## src/ahb_retract_params.svh

```systemverilog
`ifndef AHB_RETRACT_PARAMS_SVH
`define AHB_RETRACT_PARAMS_SVH

// ****************************************
// Bus field widths
// ****************************************
`define ADDR_W        32
`define DATA_W        64
`define RESP_W        3
`define TRANS_W       2
`define SIZE_W        3

// ****************************************
// Transfer type, response and burst encodings
// ****************************************
`define TRANS_IDLE    2'h0
`define TRANS_NONSEQ  2'h2
`define TRANS_SEQ     2'h3
`define RESP_OKAY     3'h0
`define RESP_ERROR    3'h1
`define BURST_SINGLE  3'h0
`define BURST_INCR    3'h1

// ****************************************
// Reset values
// ****************************************
`define RST_DATA      64'h0000_0000_0000_0000

`endif

```

## src/ahb_retract_pkg.sv

```systemverilog
`include "ahb_retract_params.svh"

package ahb_retract_pkg;

	// Request as the core presents it to the bus interface unit
	typedef struct packed {
		logic [`ADDR_W-1:0] addr;
		logic               write;
		logic [`SIZE_W-1:0] size;
		logic               burst;
		logic               seq;
		logic               cont;
		logic [`DATA_W-1:0] wdata;
	} req_t;

	// Address phase as driven onto the bus
	typedef struct packed {
		logic [`TRANS_W-1:0] trans;
		logic [`ADDR_W-1:0]  addr;
		logic                write;
		logic [`SIZE_W-1:0]  size;
		logic [2:0]          burst;
	} aphase_t;

	// Answer to the core for a finished data phase
	typedef struct packed {
		logic               valid;
		logic               err;
		logic [`DATA_W-1:0] rdata;
	} rsp_t;

endpackage

```

## src/ahb_resp_decode.sv

```systemverilog
`include "ahb_retract_params.svh"

module ahb_resp_decode (
	input  wire logic               dph_valid_i,
	input  wire logic               hready_i,
	input  wire logic [`RESP_W-1:0] hresp_i,
	output logic                    done_o,
	output logic                    ok_done_o,
	output logic                    err_first_o,
	output logic                    err_second_o
);

	wire is_err;
	wire is_ok;

	assign is_err = (hresp_i == `RESP_ERROR);
	assign is_ok  = (hresp_i == `RESP_OKAY);

	assign done_o       = dph_valid_i & hready_i;
	assign ok_done_o    = dph_valid_i & hready_i & is_ok;
	assign err_first_o  = dph_valid_i & ~hready_i & is_err;
	assign err_second_o = dph_valid_i & hready_i & is_err;

endmodule

```

## src/bus_interface_unit.sv

```systemverilog
`include "ahb_retract_params.svh"

module bus_interface_unit
	import ahb_retract_pkg::*;
(
	input  wire logic                          mclk_i,
	input  wire logic                          resetn_i,
	input  wire logic                          req_valid_i,
	input  wire ahb_retract_pkg::req_t         req_i,
	output logic                               req_taken_o,
	output logic                               req_abort_o,
	output ahb_retract_pkg::rsp_t              rsp_o,
	output ahb_retract_pkg::aphase_t           aphase_o,
	output logic [`DATA_W-1:0]                 hwdata_o,
	input  wire logic                          hready_i,
	input  wire logic [`RESP_W-1:0]            hresp_i,
	input  wire logic [`DATA_W-1:0]            hrdata_i
);

	import ahb_retract_pkg::*;

	function automatic aphase_t to_aphase(input req_t r, input logic v);
		aphase_t a;
		a.trans = !v ? `TRANS_IDLE : (r.seq ? `TRANS_SEQ : `TRANS_NONSEQ);
		a.addr  = r.addr;
		a.write = r.write;
		a.size  = r.size;
		a.burst = r.burst ? `BURST_INCR : `BURST_SINGLE;
		return a;
	endfunction

	// ****************************************
	// State
	// ****************************************
	logic               dph_valid_q;
	logic               dph_write_q;
	logic               hold_q;
	req_t               held_q;
	logic [`DATA_W-1:0] hwdata_q;
	rsp_t               rsp_q;

	wire done;
	wire ok_done;
	wire err_first;
	wire err_second;

	ahb_resp_decode u_resp (
		.dph_valid_i  (dph_valid_q),
		.hready_i     (hready_i),
		.hresp_i      (hresp_i),
		.done_o       (done),
		.ok_done_o    (ok_done),
		.err_first_o  (err_first),
		.err_second_o (err_second)
	);

	// ****************************************
	// Address phase selection
	// ****************************************
	// A write that has been shown stays frozen on the bus until taken or dropped in a second error cycle; the core may
	// still swap its reads freely, which is the whole point of retraction.
	wire   use_held;
	wire   drop_cont;
	wire   show_valid;
	wire   bus_free;
	wire   taken;
	req_t  shown;

	assign use_held   = hold_q & ~err_second;
	assign shown      = use_held ? held_q : req_i;
	assign drop_cont  = err_second & req_valid_i & req_i.cont;
	assign show_valid = use_held | (req_valid_i & ~drop_cont);
	assign bus_free   = ~dph_valid_q | hready_i;
	assign taken      = show_valid & bus_free;

	assign aphase_o    = to_aphase(shown, show_valid);
	assign req_taken_o = taken;
	assign req_abort_o = drop_cont | (err_second & hold_q);
	assign hwdata_o    = hwdata_q;
	assign rsp_o       = rsp_q;

	// ****************************************
	// Write hold
	// ****************************************
	always_ff @(posedge mclk_i or negedge resetn_i) begin
		if (!resetn_i) begin
			hold_q <= 1'b0;
			held_q <= '0;
		end else if (taken || err_second) begin
			hold_q <= 1'b0;
		end else if (!hold_q && req_valid_i && req_i.write) begin
			hold_q <= 1'b1;
			held_q <= req_i;
		end
	end

	// ****************************************
	// Data phase
	// ****************************************
	always_ff @(posedge mclk_i or negedge resetn_i) begin
		if (!resetn_i) begin
			dph_valid_q <= 1'b0;
			dph_write_q <= 1'b0;
			hwdata_q    <= `RST_DATA;
		end else begin
			if (bus_free) begin
				dph_valid_q <= taken;
				dph_write_q <= taken & shown.write;
			end
			if (taken && shown.write) begin
				hwdata_q <= shown.wdata;
			end
		end
	end

	// ****************************************
	// Answer to the core
	// ****************************************
	// Error data is forced to zero so a stale bus value can never leak.
	always_ff @(posedge mclk_i or negedge resetn_i) begin
		if (!resetn_i) begin
			rsp_q <= '0;
		end else begin
			rsp_q.valid <= done;
			rsp_q.err   <= err_second;
			rsp_q.rdata <= (ok_done && !dph_write_q) ? hrdata_i : `RST_DATA;
		end
	end

	// ****************************************
	// Assertions
	// ****************************************
	a_idle_take_now: assert property (@(posedge mclk_i) disable iff (!resetn_i)
		(!dph_valid_q && show_valid) |-> taken)
		else $error("request on idle bus not taken");
	a_busy_no_take: assert property (@(posedge mclk_i) disable iff (!resetn_i)
		(dph_valid_q && !hready_i) |-> !taken)
		else $error("request taken while access outstanding");
	a_wdata_next: assert property (@(posedge mclk_i) disable iff (!resetn_i)
		(taken && shown.write) |=> (hwdata_o == $past(shown.wdata)) && dph_write_q)
		else $error("write data not driven after address taken");
	a_err_no_data: assert property (@(posedge mclk_i) disable iff (!resetn_i)
		err_second |=> rsp_o.valid && rsp_o.err && (rsp_o.rdata == `RST_DATA))
		else $error("error response passed data");
	a_write_stable: assert property (@(posedge mclk_i) disable iff (!resetn_i)
		(aphase_o.trans != `TRANS_IDLE && aphase_o.write && !taken && !err_second)
		|=> !err_second |-> $stable(aphase_o))
		else $error("pending write changed before taken");
	a_cont_dropped: assert property (@(posedge mclk_i) disable iff (!resetn_i)
		(err_second && req_valid_i && req_i.cont && !hold_q)
		|-> (aphase_o.trans == `TRANS_IDLE) && req_abort_o)
		else $error("continuation not dropped on error");
	a_keep_after_err: assert property (@(posedge mclk_i) disable iff (!resetn_i)
		(err_second && req_valid_i && !req_i.cont) |-> taken ##1 dph_valid_q)
		else $error("kept request not taken in second error cycle");
	a_err_two_cycle: assert property (@(posedge mclk_i) disable iff (!resetn_i)
		err_first ##1 err_second |-> rsp_o.valid == 1'b0)
		else $error("answer given in first error cycle");
	a_ok_read_data: assert property (@(posedge mclk_i) disable iff (!resetn_i)
		(ok_done && !dph_write_q) |=> (rsp_o.rdata == $past(hrdata_i)) && !rsp_o.err)
		else $error("read data not returned on okay");

	c_error_retract: cover property (@(posedge mclk_i) err_first ##1 err_second && req_abort_o);
	c_error_keep: cover property (@(posedge mclk_i) err_second && taken);
	c_read_swap: cover property (@(posedge mclk_i)
		(dph_valid_q && !hready_i && show_valid && !aphase_o.write) ##1 taken);
	c_burst_seq: cover property (@(posedge mclk_i) taken && aphase_o.trans == `TRANS_SEQ);

endmodule

```

## config.mk

```make
export PLATFORM = sky130hd
export DESIGN_NAME = bus_interface_unit
export DESIGN_NICKNAME = d
export VERILOG_FILES = /design/src/ahb_retract_pkg.sv /design/src/ahb_resp_decode.sv /design/src/bus_interface_unit.sv
export VERILOG_INCLUDE_DIRS = /design/src
export SDC_FILE = /design/constraint.sdc
export NUM_CORES = 1
export LEC_CHECK = 0
export ABC_AREA = 0
export BUFFER_PORTS_ARGS = -buffer_cell sky130_fd_sc_hd__buf_2
export CAP_MARGIN = 20
export CELL_PAD_IN_SITES_DETAIL_PLACEMENT = 1
export CELL_PAD_IN_SITES_GLOBAL_PLACEMENT = 1
export CORE_ASPECT_RATIO = 1.4
export CORE_UTILIZATION = 43
export DETAILED_ROUTE_END_ITERATION = 10
export GPL_TIMING_DRIVEN = 1
export PLACE_DENSITY = 0.9
export SYNTH_ARGS = -nofsm -noshare
export SYNTH_HDL_FRONTEND = slang
export SYNTH_HIERARCHICAL = 1
export SYNTH_SLANG_ARGS = --single-unit
```

## constraint.sdc

```tcl
create_clock -name mclk_i -period 5.6 [get_ports mclk_i]
set_input_delay 0.56 -clock mclk_i [delete_from_list [all_inputs] [get_ports mclk_i]]
set_output_delay 0.56 -clock mclk_i [all_outputs]
set_load 0.01 [all_outputs]
```

==> metrics.yaml <==
arrival_ns: 3.44
ctsResizeCount: 0
fin_util: 0.5420
cts_setup_buffers: 0
htree_num_levels: 1
slew_headroom: 0.3056
finalClockSkew_ns: 0.02227
routabilityCongestion: 0.8692
required_ns: 5.04
ys_warn_count: 6
grt-ovfl-total: 0
wl_per_cell_um: 19.69
worstReg2RegEnd: "hwdata_o[1]"
drc: 0
intPower_mw: 3.471
area_delta_synth_final_pct: 24.05
leakagePower_nw: 6.540
ios: 347
min_period_ns: 3.998
rr_worst_depth: 7
final-setup-viol-count: 0
total_power_mw: 4.800
die_w_um: 131.5
num_rows: 66
drv_slew: 0
cts-buffers-inserted: 24
cts_tree: "built"
path_clk_slew_ns: 0.06
io_buffer_count: 344
syn_area_sq_um: 10100
dp_hpwl_um: 18120
r2r-start: "dph_valid_q"
wl_um: 26950
grt_max_degree: 123
avgSynthCellArea_sq_um: 13.51
max_freq_mhz: 250.2
layout-drive-gt1-share: 0.5393
rsz0062_at_grt: "false"
finalCritPeriodShare: 0.7138
pwr-share-comb: 0.190
p_seq_frac: 0.461
hold_path.class: "in2async"
maxCapViolations: 0
clock_sinks: 235
status: "complete, no violations"
p_sw_frac: 0.2770
core_sq_um: 23120
finalHoldViolations: 0
vdd_drop_max_v: 0.0002354
start_util: 0.4369
tightest_slew_ns: 1.042
worstPathMaxFanout: 46
vias_per_cell: 5.063
grt_pass1_vias: 7934
clockPowerShare: 0.348
ctsHoldBuffers: 0
netlist_instances: 748
cts_buffer_depth: 3
vias: 6931
worst_setup_path_start_kind: "flip-flop"
grt.total_usage: 0.2228
cts-root-buf: "clkbuf_16"
die_height_um: 183.4
grt_pass1_wl_um: 42380
antenna_left: 0
clk_latency_ns: 0.52
p_sw_mw: 1.330
powerDensity_nw_per_um2: 383.1
r2r_setup_slack_ns: 2.31
drt_iter0_drc: 235
firstDrtPassIters: 6
crit_path_end_kind: "primary output"
tns_ns: 0
grt_antenna_before_repair: 7
nets: 1211
fp.dieArea_sq_um: 24120
crit_type: "reg2out"
[layout make-up]
class / instances / area [sq um]
multi-input combinational: 420 / 3598
tap: 306 / 382.9
sequential: 235 / 5881
clock buffer: 34 / 688.2
inverter: 4 / 15.01
antenna: 8 / 20.02
timing repair buffer: 352 / 1804
fill: 2474 / 10590
clock inverter: 10 / 142.6
[power by group through the flow]
stage	Sequential (mW)	Clock (mW)	Combinational [mW]
2_1_floorplan	2.25	0	0.533
3_3_place_gp	2.22	0	0.876
3_5_place_dp	2.24	0	0.922
4_1_cts	2.22	1.72	0.933
5_1_grt	2.25	1.77	1.00
6_report	2.22	1.67	0.914
[routing by layer]
| metal | track usage | up-vias | share of wire |
|---|---|---|---|
| met5 | 0 | - | 0 |
| met4 | 0.1005 | 0 | 0.041 |
| met3 | 0.04478 | 66 | 0.055 |
| met2 | 0.4121 | 249 | 0.54 |
| met1 | 0.2449 | 3480 | 0.36 |
| li1 | - | 3136 | - |
[through the flow]
step / setup slack [ns] / hold slack [ns] / std cells / cell area (sq um)
floorplan: 2.846 / 0.2644 / 749 / 10110
global placement: 2.030 / 0.4712 / 1317 / 11680
detailed placement: 1.846 / 0.4755 / 1317 / 11680
CTS: 1.545 / 0.1352 / 1361 / 12510
global route: 1.409 / 0.1743 / 1368 / 12530
finish: 1.602 / 0.09620 / 1369 / 12530
[sequential cells by signal, summed over array words and instances, names as in the netlist]
register / flops
dph_valid_q: 1
hold_q: 1
dph_write_q: 1
held_q: 102
rsp_o: 66
hwdata_o: 64
[layout by cell type, fill, tap and decap left out, drive strengths merged]
| master | n |
|---|---|
| a21oi | 2 |
| and2 | 64 |
| buf | 352 |
| bufinv | 3 |
| clkbuf | 34 |
| clkinv | 6 |
| clkinvlp | 1 |
| conb | 2 |
| dfrtp | 235 |
| diode | 8 |
| inv | 4 |
| mux2 | 137 |
| mux2i | 66 |
| nand2 | 5 |
| nand2b | 3 |
| nor2 | 2 |
| nor2b | 4 |
| nor3 | 1 |
| nor4 | 2 |
| nor4b | 1 |
| o21ai | 129 |
| o21ba | 1 |
| or2 | 1 |
[how the worst max path moves through the flow]
stage	startpoint	to	cells past startpoint
2_1_floorplan	hready_i	aphase_o[33]	7
3_3_place_gp	hready_i	aphase_o[22]	7
3_5_place_dp	hready_i	aphase_o[19]	7
4_1_cts	dph_valid_q	aphase_o[19]	6
5_1_grt	dph_valid_q	aphase_o[19]	6
6_report	dph_valid_q	aphase_o[19]	6
[critical path, stage by stage, from the launching register on]
cell      delay (ns)
dfrtp_1         0.42
nand2_2         0.10
nor4b_2         0.63
nand2b_4        0.56
buf_4           0.62
mux2_2          0.42
buf_2           0.15
Note: power is estimated with default switching activity, not from simulation.
